### src/rtl/rpc_defs.svh
/*
 Constants for the reset pin and control timing block: sequence counts, mode latch
 window and rate limits, all in bus-clock cycles.
 Assumes the includer runs on a single 40 MHz clock that stands for the bus clock.
*/
// Behaviour
// - Reset recognised on first low sampled cycle
// - Drive reset four cycles, release, sample two later
// - Wake from wait within four cycles
// - Reset also ends wait mode
// - Interrupt pin edge when select one, else level
// - Pulse accumulator counts at most half rate
`ifndef RPC_DEFS_SVH
`define RPC_DEFS_SVH

`define RPC_DRIVE_CYCLES 3'h4
`define RPC_SAMPLE_DELAY 3'h2
`define RPC_SYNC_LATENCY 3'h2
`define RPC_EXT_MIN_CYCLES 4'h8
`define RPC_MODE_SETUP_CYCLES 2'h2
`define RPC_WAIT_RECOVERY_CYCLES 3'h4
`define RPC_MODE_RESET 2'h0
`define RPC_PACC_WIDTH 8

`endif

### src/rtl/rpc_pkg.sv
/*
 Types for the reset pin and control timing block.
 Assumes the includer has read rpc_defs.svh where constants are needed.
*/
package rpc_pkg;
   typedef enum logic [2:0] {
      RPC_IDLE,
      RPC_DRIVE,
      RPC_SETTLE,
      RPC_HOLD
   } rpc_state_t;

   typedef enum logic [1:0] {
      RPC_RUN,
      RPC_WAIT,
      RPC_WAKE
   } rpc_wait_t;
endpackage

### src/rtl/rpc_ctrl.sv
/*
 Reset pin sequencer, mode latch, wait recovery, interrupt pin sense select and
 pulse accumulator edge counter, all in one bus-clock domain.
 Assumes pins arrive asynchronous and the open-drain reset wire is resolved outside.
*/
`timescale 1ns/1ps
`include "rpc_defs.svh"
module rpc_ctrl
(
   input wire logic clk,
   input wire logic sys_rst,
   input wire logic reset_pin_n_in,
   output logic reset_pin_n_out,
   output logic reset_pin_n_oe,
   input wire logic internal_reset_req,
   input wire logic [1:0] mode_pins,
   input wire logic wait_enter,
   input wire logic wake_event,
   input wire logic irq_pin_n,
   input wire logic irq_edge_select,
   input wire logic irq_ack,
   input wire logic pacc_pin,
   output logic core_reset,
   output logic reset_external,
   output logic reset_done,
   output logic [1:0] mode_latched,
   output logic core_clk_run,
   output logic irq_pending,
   output logic [`RPC_PACC_WIDTH-1:0] pacc_count
);
   rpc_pkg::rpc_state_t state;
   rpc_pkg::rpc_state_t next_state;
   rpc_pkg::rpc_wait_t wstate;
   rpc_pkg::rpc_wait_t next_wstate;
   logic reset_sync;
   logic irq_sync;
   logic pacc_sync;
   logic [1:0] mode_s1;
   logic [1:0] mode_s2;
   logic [2:0] cnt;
   logic [2:0] wcnt;
   logic irq_prev;
   logic pacc_prev;
   logic int_req;

   // Idle levels per pin: reset and irq rest high, accumulator input rests low,
   // so no false edge follows reset
   localparam logic [2:0] SYNC_INIT = 3'h3;
   logic [2:0] pin_raw;
   logic [2:0] pin_clean;

   assign pin_raw = {pacc_pin, irq_pin_n, reset_pin_n_in};

   // Every pin synchronised before any recognition
   genvar gi;
   generate
      for (gi = 0; gi < 3; gi = gi + 1)
      begin : g_sync
         rpc_sync #(.INIT(SYNC_INIT[gi])) u_sync
         (
            .clk(clk),
            .sys_rst(sys_rst),
            .pin_in(pin_raw[gi]),
            .pin_sync(pin_clean[gi])
         );
      end
   endgenerate

   assign reset_sync = pin_clean[0];
   assign irq_sync = pin_clean[1];
   assign pacc_sync = pin_clean[2];

   always_ff @(posedge clk)
   begin
      if (sys_rst)
      begin
         mode_s1 <= `RPC_MODE_RESET;
         mode_s2 <= `RPC_MODE_RESET;
      end
      else
      begin
         mode_s1 <= mode_pins;
         mode_s2 <= mode_s1;
      end
   end

   // State test shared by the sequencer decodes and the pin driver
   function automatic logic in_state(input rpc_pkg::rpc_state_t cur,
      input rpc_pkg::rpc_state_t want);
      return cur == want;
   endfunction

   // Last cycle of a phase that runs len cycles from a zero count
   function automatic logic count_end(input logic [2:0] count, input logic [2:0] len);
      return count == len - 3'h1;
   endfunction

   wire pin_low = !reset_sync;
   wire start_seq = in_state(state, rpc_pkg::RPC_IDLE) && (pin_low || internal_reset_req);
   wire drive_last = in_state(state, rpc_pkg::RPC_DRIVE) &&
      count_end(cnt, `RPC_DRIVE_CYCLES);
   // Pin level two cycles after release reaches the synchronised copy only
   // after the synchroniser latency; sampling earlier sees our own drive
   wire settle_last = in_state(state, rpc_pkg::RPC_SETTLE) &&
      count_end(cnt, `RPC_SAMPLE_DELAY + `RPC_SYNC_LATENCY);
   // Held until pin seen high, so a long outside pulse keeps the core in reset
   wire hold_done = in_state(state, rpc_pkg::RPC_HOLD) && !pin_low;

   always_comb
   begin
      next_state = state;
      case (state)
         rpc_pkg::RPC_IDLE:
            if (start_seq)
               next_state = rpc_pkg::RPC_DRIVE;
         rpc_pkg::RPC_DRIVE:
            if (drive_last)
               next_state = rpc_pkg::RPC_SETTLE;
         rpc_pkg::RPC_SETTLE:
            if (settle_last)
               next_state = rpc_pkg::RPC_HOLD;
         rpc_pkg::RPC_HOLD:
            if (hold_done)
               next_state = rpc_pkg::RPC_IDLE;
         default:
            next_state = rpc_pkg::RPC_IDLE;
      endcase
   end

   always_ff @(posedge clk)
   begin
      if (sys_rst)
      begin
         state <= rpc_pkg::RPC_IDLE;
         cnt <= 3'h0;
         int_req <= 1'b0;
         reset_external <= 1'b0;
         reset_done <= 1'b0;
         mode_latched <= `RPC_MODE_RESET;
      end
      else
      begin
         state <= next_state;
         cnt <= (drive_last || settle_last || start_seq) ? 3'h0 : cnt + 3'h1;
         reset_done <= hold_done;
         if (start_seq)
            int_req <= internal_reset_req && !pin_low;
         // Pin still low two cycles after release means outside source
         if (settle_last)
            reset_external <= pin_low || !int_req;
         // Mode latched at release; outside must meet setup
         if (hold_done)
            mode_latched <= mode_s2;
      end
   end

   assign reset_pin_n_out = 1'b0;
   assign reset_pin_n_oe = in_state(state, rpc_pkg::RPC_DRIVE);
   assign core_reset = !in_state(state, rpc_pkg::RPC_IDLE);

   // Wait mode: wake or reset restarts the clocks within the bound
   wire wake_hit = wake_event || core_reset;
   // One recovery cycle is spent entering the wake state
   wire wake_last = (wstate == rpc_pkg::RPC_WAKE) &&
      count_end(wcnt, `RPC_WAIT_RECOVERY_CYCLES - 3'h1);

   always_comb
   begin
      next_wstate = wstate;
      case (wstate)
         rpc_pkg::RPC_RUN:
            if (wait_enter && !core_reset)
               next_wstate = rpc_pkg::RPC_WAIT;
         rpc_pkg::RPC_WAIT:
            if (wake_hit)
               next_wstate = rpc_pkg::RPC_WAKE;
         rpc_pkg::RPC_WAKE:
            if (wake_last)
               next_wstate = rpc_pkg::RPC_RUN;
         default:
            next_wstate = rpc_pkg::RPC_RUN;
      endcase
   end

   always_ff @(posedge clk)
   begin
      if (sys_rst)
      begin
         wstate <= rpc_pkg::RPC_RUN;
         wcnt <= 3'h0;
      end
      else
      begin
         wstate <= next_wstate;
         wcnt <= (wstate == rpc_pkg::RPC_WAKE) ? wcnt + 3'h1 : 3'h0;
      end
   end

   assign core_clk_run = (wstate == rpc_pkg::RPC_RUN);

   // Interrupt pin: falling edge latched, or level followed
   wire irq_fall = irq_prev && !irq_sync;
   wire irq_level = !irq_sync;

   // Edge only counted after a full cycle between samples, capping at half rate
   wire pacc_rise = pacc_sync && !pacc_prev;

   always_ff @(posedge clk)
   begin
      if (sys_rst)
      begin
         irq_prev <= 1'b1;
         pacc_prev <= 1'b0;
         irq_pending <= 1'b0;
         pacc_count <= '0;
      end
      else
      begin
         irq_prev <= irq_sync;
         pacc_prev <= pacc_sync;
         if (irq_edge_select)
            irq_pending <= irq_fall || (irq_pending && !irq_ack);
         else
            irq_pending <= irq_level;
         if (pacc_rise)
            pacc_count <= pacc_count + 8'h01;
      end
   end
endmodule

### src/rtl/rpc_sync.sv
/*
 Two flip-flop synchroniser for one pin level.
 Assumes a single clock and a synchronous active-high reset; reset value is a parameter.
*/
`timescale 1ns/1ps
module rpc_sync
#(
   parameter logic INIT = 1'b1
)
(
   input wire logic clk,
   input wire logic sys_rst,
   input wire logic pin_in,
   output logic pin_sync
);
   logic stage1;

   always_ff @(posedge clk)
   begin
      if (sys_rst)
      begin
         stage1 <= INIT;
         pin_sync <= INIT;
      end
      else
      begin
         stage1 <= pin_in;
         pin_sync <= stage1;
      end
   end
endmodule

### config.mk
export PLATFORM = sky130hd
export DESIGN_NAME = rpc_ctrl
export DESIGN_NICKNAME = d
export VERILOG_FILES = /design/src/rtl/rpc_pkg.sv /design/src/rtl/rpc_ctrl.sv /design/src/rtl/rpc_sync.sv
export VERILOG_INCLUDE_DIRS = /design/src /design/src/rtl
export SDC_FILE = /design/constraint.sdc
export NUM_CORES = 1
export LEC_CHECK = 0
export BUFFER_PORTS_ARGS = -buffer_cell sky130_fd_sc_hd__buf_2
export CORE_MARGIN = 1.5
export CORE_UTILIZATION = 53
export DETAILED_ROUTE_END_ITERATION = 10
export GPL_ROUTABILITY_DRIVEN = 0
export HOLD_SLACK_MARGIN = 0.03
export PLACE_DENSITY_LB_ADDON = 0.3
export SYNTH_ARGS = -nofsm -noshare
export SYNTH_HDL_FRONTEND = slang
export SYNTH_SLANG_ARGS = --single-unit
### constraint.sdc
create_clock -name clk -period 1.9 [get_ports clk]
set_clock_uncertainty 0.15 [all_clocks]
set_input_delay 0.095 -clock clk [delete_from_list [all_inputs] [get_ports clk]]
set_output_delay 0.095 -clock clk [all_outputs]
set_load 0.01 [all_outputs]
Word level (Yosys, flattened, before mapping)
Cells that the tools add are included.
- word-level logic and storage cells: 76
- bits of input ports: 12
- register bits: 37
- output and inout port bits: 17
- mux-type cells: 10
- reductions and logical operators: 28
- equal/unequal tests: 14
- bitwise gates (word level): 1
- add/sub/neg operators: 3
- operators with widths (kind ; count):
    $eq 3x2->1 const B ; 4
    $mux 3 ; 4
    $pmux 3 s4 ; 1
    $logic_and 1x1->1 ; 10
    $ne 2x2->1 const B ; 5
    $add 8x1->8 const B ; 1
    $add 3x1->3 const B ; 2
    $logic_not 1->1 ; 6
    $logic_or 1x1->1 ; 6
    $mux 2 ; 3
    $pmux 2 s3 ; 1
    $ne 2x1->1 const B ; 2
    $reduce_and 4->1 ; 1
    $reduce_or 2->1 ; 2
    $eq 3x1->1 const B ; 1
    $logic_not 3->1 ; 1
    $reduce_and 3->1 ; 1
    $eq 2x1->1 const B ; 1
    $eq 2x2->1 const B ; 1
    $logic_not 2->1 ; 1
    $mux 1 ; 1
    $not 1->1 ; 1

Longest topological paths before layout
- depth in word-level cells: 5
- gate-level depth with buffers: 5
- depth with buffers taken out: 5

Modules after synthesis
Synthesis repeated with hierarchy kept, for this count alone.
- cell total of the unflattened synthesis: 146
- area, all modules: 1423.9 um^2
- modules (own cells, without submodules) (module ; instances ; area an instance (um^2) ; cells each ; sequential area each (um^2)):
    rpc_ctrl ; 1 ; 1266.2 ; 134 ; 600.6
    rpc_sync ; 3 ; 52.6 ; 4 ; 40.0

Worst setup path before layout
Ideal clock, no wire load.
- path kind: reg-to-reg
- start point: reg state[0]
- end point: reg cnt[0]
- slack: 443 ps
- path buffers: 0
- arrival: 1243 ps
- cell stages (with the launch flop): 6
- period minus slack after synthesis: 1457 ps
- setup time: 65 ps
- required time: 1685 ps
- path through: dfxtp_1 inv_1 ha_1 nor2b_1 a2111o_1 nor2_1
- longest elaborated chain between the ends: 5
- elaborated cells on any way between the ends: 9
- those cells by class: eq/ne: 2; reduce/logical: 7
- RTL lines (item ; RTL line ; source):
    from (decl) ; rpc_ctrl.sv:31 ; rpc_pkg::rpc_state_t state;
    from (signal assigned) ; rpc_ctrl.sv:134 ; state <= rpc_pkg::RPC_IDLE;
    from (signal assigned) ; rpc_ctrl.sv:143 ; state <= next_state;
    $eq 3x1->1 or $eq 3x2->1 (tied branches) ; rpc_ctrl.sv:90 ; return cur == want;
    $logic_and 1x1->1 (on tied branches) ; rpc_ctrl.sv:100, rpc_ctrl.sv:104 ;
    $logic_or 1x1->1 ; rpc_ctrl.sv:144 ; cnt <= (drive_last || settle_last || start_seq) ? 3'h0 : cnt + 3'h1;
    $logic_or 1x1->1 (*) ; rpc_ctrl.sv:144 ;
    $reduce_or 2->1 (no line) (*) ; -- ;
    to (signal assigned) ; rpc_ctrl.sv:144 ;
    to (decl) ; rpc_ctrl.sv:40 ; logic [2:0] cnt;
Every way passes the cells marked *; elsewhere a longest branch is shown, timed or not.
A chain may end at the register's enable or synchronous reset.

Final worst setup path
Ends and elaborated chain as after synthesis.

==> flow_summary.json <==
{
  "fin_util_pct": 71.1,
  "synth_top_area_cell": "dfxtp_1",
  "cts_sinks": 36,
  "crit_fanout": 6,
  "reg2reg_depth": 5,
  "port_buffers": 27,
  "pin_count": 29,
  "postSynthRegisterBits": 36,
  "grt_max_degree": 34,
  "peakVddDrop_mv": 0.916,
  "first_pass_iters": 4,
  "p_per_area_mw_per_mm2": 1020,
  "dpl.cell_count": 199,
  "finalHoldViolations": 0,
  "worstPathRequired_ns": 2.03,
  "syn_area_per_cell_um2": 9.75,
  "p_switching_mw": 0.534,
  "syn_inst": 146,
  "antenna_cells": 0,
  "die_y_um": 54.8,
  "setup.worst_path.class": "reg -> reg",
  "yosys_warnings": 0,
  "static-leakage-power_nw": 0.773,
  "grt_setup_unrepaired": "false",
  "cts_tree": "built",
  "drc": 0,
  "synth.area.top_cells": "dfxtp_1 51%, ha_1 8.8%, nor2b_1 4.0%",
  "rows": 18,
  "min_period_ns": 1.62,
  "root_buffer": "clkbuf_4",
  "cap_violations": 0,
  "holdBufCountCts": 12,
  "power.total_mw": 1.82,
  "clock_path_buffers": 2,
  "startpoint_type": "register",
  "pre_cts_slack_ns": 0.302,
  "hp-class": "in -> reg",
  "synthFlopType": "dfxtp_1",
  "cts.clk_slew.worst_paths_ns": 0.11,
  "seqPwrFrac_pct": 48.0,
  "antenna_found_initial": 0,
  "dieArea_mm2": 0.00301,
  "routed_wl_um": 2540,
  "grt_pass1_wl_um": 4080,
  "async_reset_ff_share_pct": 0,
  "post_drt_wl_per_cell_um": 11.6,
  "drive_above_1_share_pct": 21.7,
  "yosysMostFrequentCell": "dfxtp_1",
  "internal-power_mw": 1.29,
  "finalSetupTns_ns": 0,
  "drt_iter0_drc": 14,
  "relSlewSlack_pct": 63.5,
  "status": "completed",
  "syn-num-nets": 168,
  "ys_types": 38,
  "area_growth_pct": 24.9,
  "grt_pass1_vias": 1030,
  "start_util_pct": 57.0,
  "htree_levels": 2,
  "clkPwrFrac_pct": 28.9,
  "clk_latency_ns": 0.34,
  "finalCritPeriodShare_pct": 85.3,
  "synth_seq_area_share_pct": 50.6,
  "fp.coreArea_mm2": 0.00250,
  "swShare_pct": 29.3,
  "viasPerCell": 5.16,
  "dp.final_hpwl_um": 1750,
  "setup_violations": 0,
  "overflow": 0,
  "cts_buffers": 5,
  "synth-edff-count": 0,
  "post_cts_buffers": 0,
  "nets": 210,
  "holdPathStages": 2,
  "routed-via-count": 1131,
  "die_w_um": 54.8,
  "synth_top_area_share_pct": 50.6,
  "worst_slew_pin_slew_ns": 0.547,
  "syn_area_mm2": 0.00142,
  "cts.repair.resized": 0,
  "timing.final.ws_setup_ns": 0.280,
  "synth_commonest_cells": "36 x dfxtp_1, 12 x nor2_1, 11 x a21oi_1, 11 x inv_1, 10 x ha_1",
  "ant_nets": 0,
  "final-max-slew-violation-count": 0,
  "combPwrFrac_pct": 23.0,
  "end_kind": "register",
  "cp_data_arrival_time_ns": 1.75,
  "final_cell_count_no_fill": 219,
  "grt_use_total_pct": 19.9,
  "fmaxAchievable_ghz": 0.617
}
## per-stage QoR
| step | hold WS [ns] | cell area, um2 |
|---|---|---|
| after global routing | 0.0656 | 1780 |
| after global placement | 0.130 | 1580 |
| after detailed placement | 0.133 | 1580 |
| after floorplan | 0.0488 | 1420 |
| final | 0.0692 | 1780 |
| after CTS | 0.0567 | 1780 |
## final cells by class
cell class	count	area, um2
timing repair buffer	39	255
tap	30	37.5
sequential	36	721
inverter	12	45.0
multi-input combinational	94	639
clock inverter	3	42.5
fill	193	722
clock buffer	5	37.5
## critical path, stage by stage (launching register included)
cell and delay (ns):
dfxtp_1 0.40, inv_1 0.08, ha_1 0.28, nor2b_1 0.17, a2111o_1 0.39, nor2_1 0.10
## final timing paths
check / startpoint / end / slack [ns]
worst min-delay path: sys_rst / reset_done / 0.07
worst min register to register: g_sync[1].u_sync.stage1 / g_sync[1].u_sync.pin_sync / 0.27
worst max register to register: state[0] / cnt[0] / 0.28
worst max-delay path: state[0] / cnt[0] / 0.28
## metal layers
metal	vias to the layer above	routed length, um	track usage (%)
met5	-	0	0
met4	0	32	8.33
met3	5	120	9.02
met2	19	1290	34.5
met1	528	1100	20.4
li1	579	-	-
## kinds of logic after synthesis
family	synth area share, %
DFF	50.6
AOI/OAI and AO/OA	11.0
other	0.263
and+or+nand+nor	21.6
adders and majority gates	8.79
buffers and inverters	4.48
xor gates and xnor gates	1.85
muxes	1.41
## power by group through the flow
stage               Sequential [mW]  Combinational (mW)  Clock, mW
floorplan                     0.882               0.283          0
global placement              0.884               0.364          0
detailed placement            0.892               0.394          0
CTS                           0.875               0.419      0.540
global route                  0.886               0.472      0.572
finish                        0.874               0.419      0.527
## registers in the layout, summed over array words and instances, names as in the netlist
signal                  count
state                       2
g_sync.u_sync.stage1        3
g_sync.u_sync.pin_sync      3
irq_pending                 1
int_req                     1
wstate                      2
cnt                         3
reset_external              1
mode_s2                     2
mode_latched                2
wcnt                        3
irq_prev                    1
mode_s1                     2
reset_done                  1
pacc_count                  8
pacc_prev                   1
## cells in the final DEF, fill, tap and decap left out, drive strengths merged
cell and count:
nor4 1, a2111o 1, a21o 1, o21bai 1, and2b 1, nor2b 9
nor2 12, clkbuf 5, nand2 4, mux2i 2, nand2b 1, clkinvlp 1
o31ai 3, nand3 3, or2 5, conb 1, o21ai 3, and3 1
nand4b 2, bufinv 1, and4 1, a211oi 1, dfxtp 36, or4 2
nand3b 3, or3 4, buf 27, ha 10, o211ai 1, inv 12
a21oi 11, xnor2 3, dlygate4sd3 12, a211o 1, clkinv 1, a31oi 1
nor3 2, o21a 1, nand4 2
No activity file was read; power rests on OpenSTA's default activity.
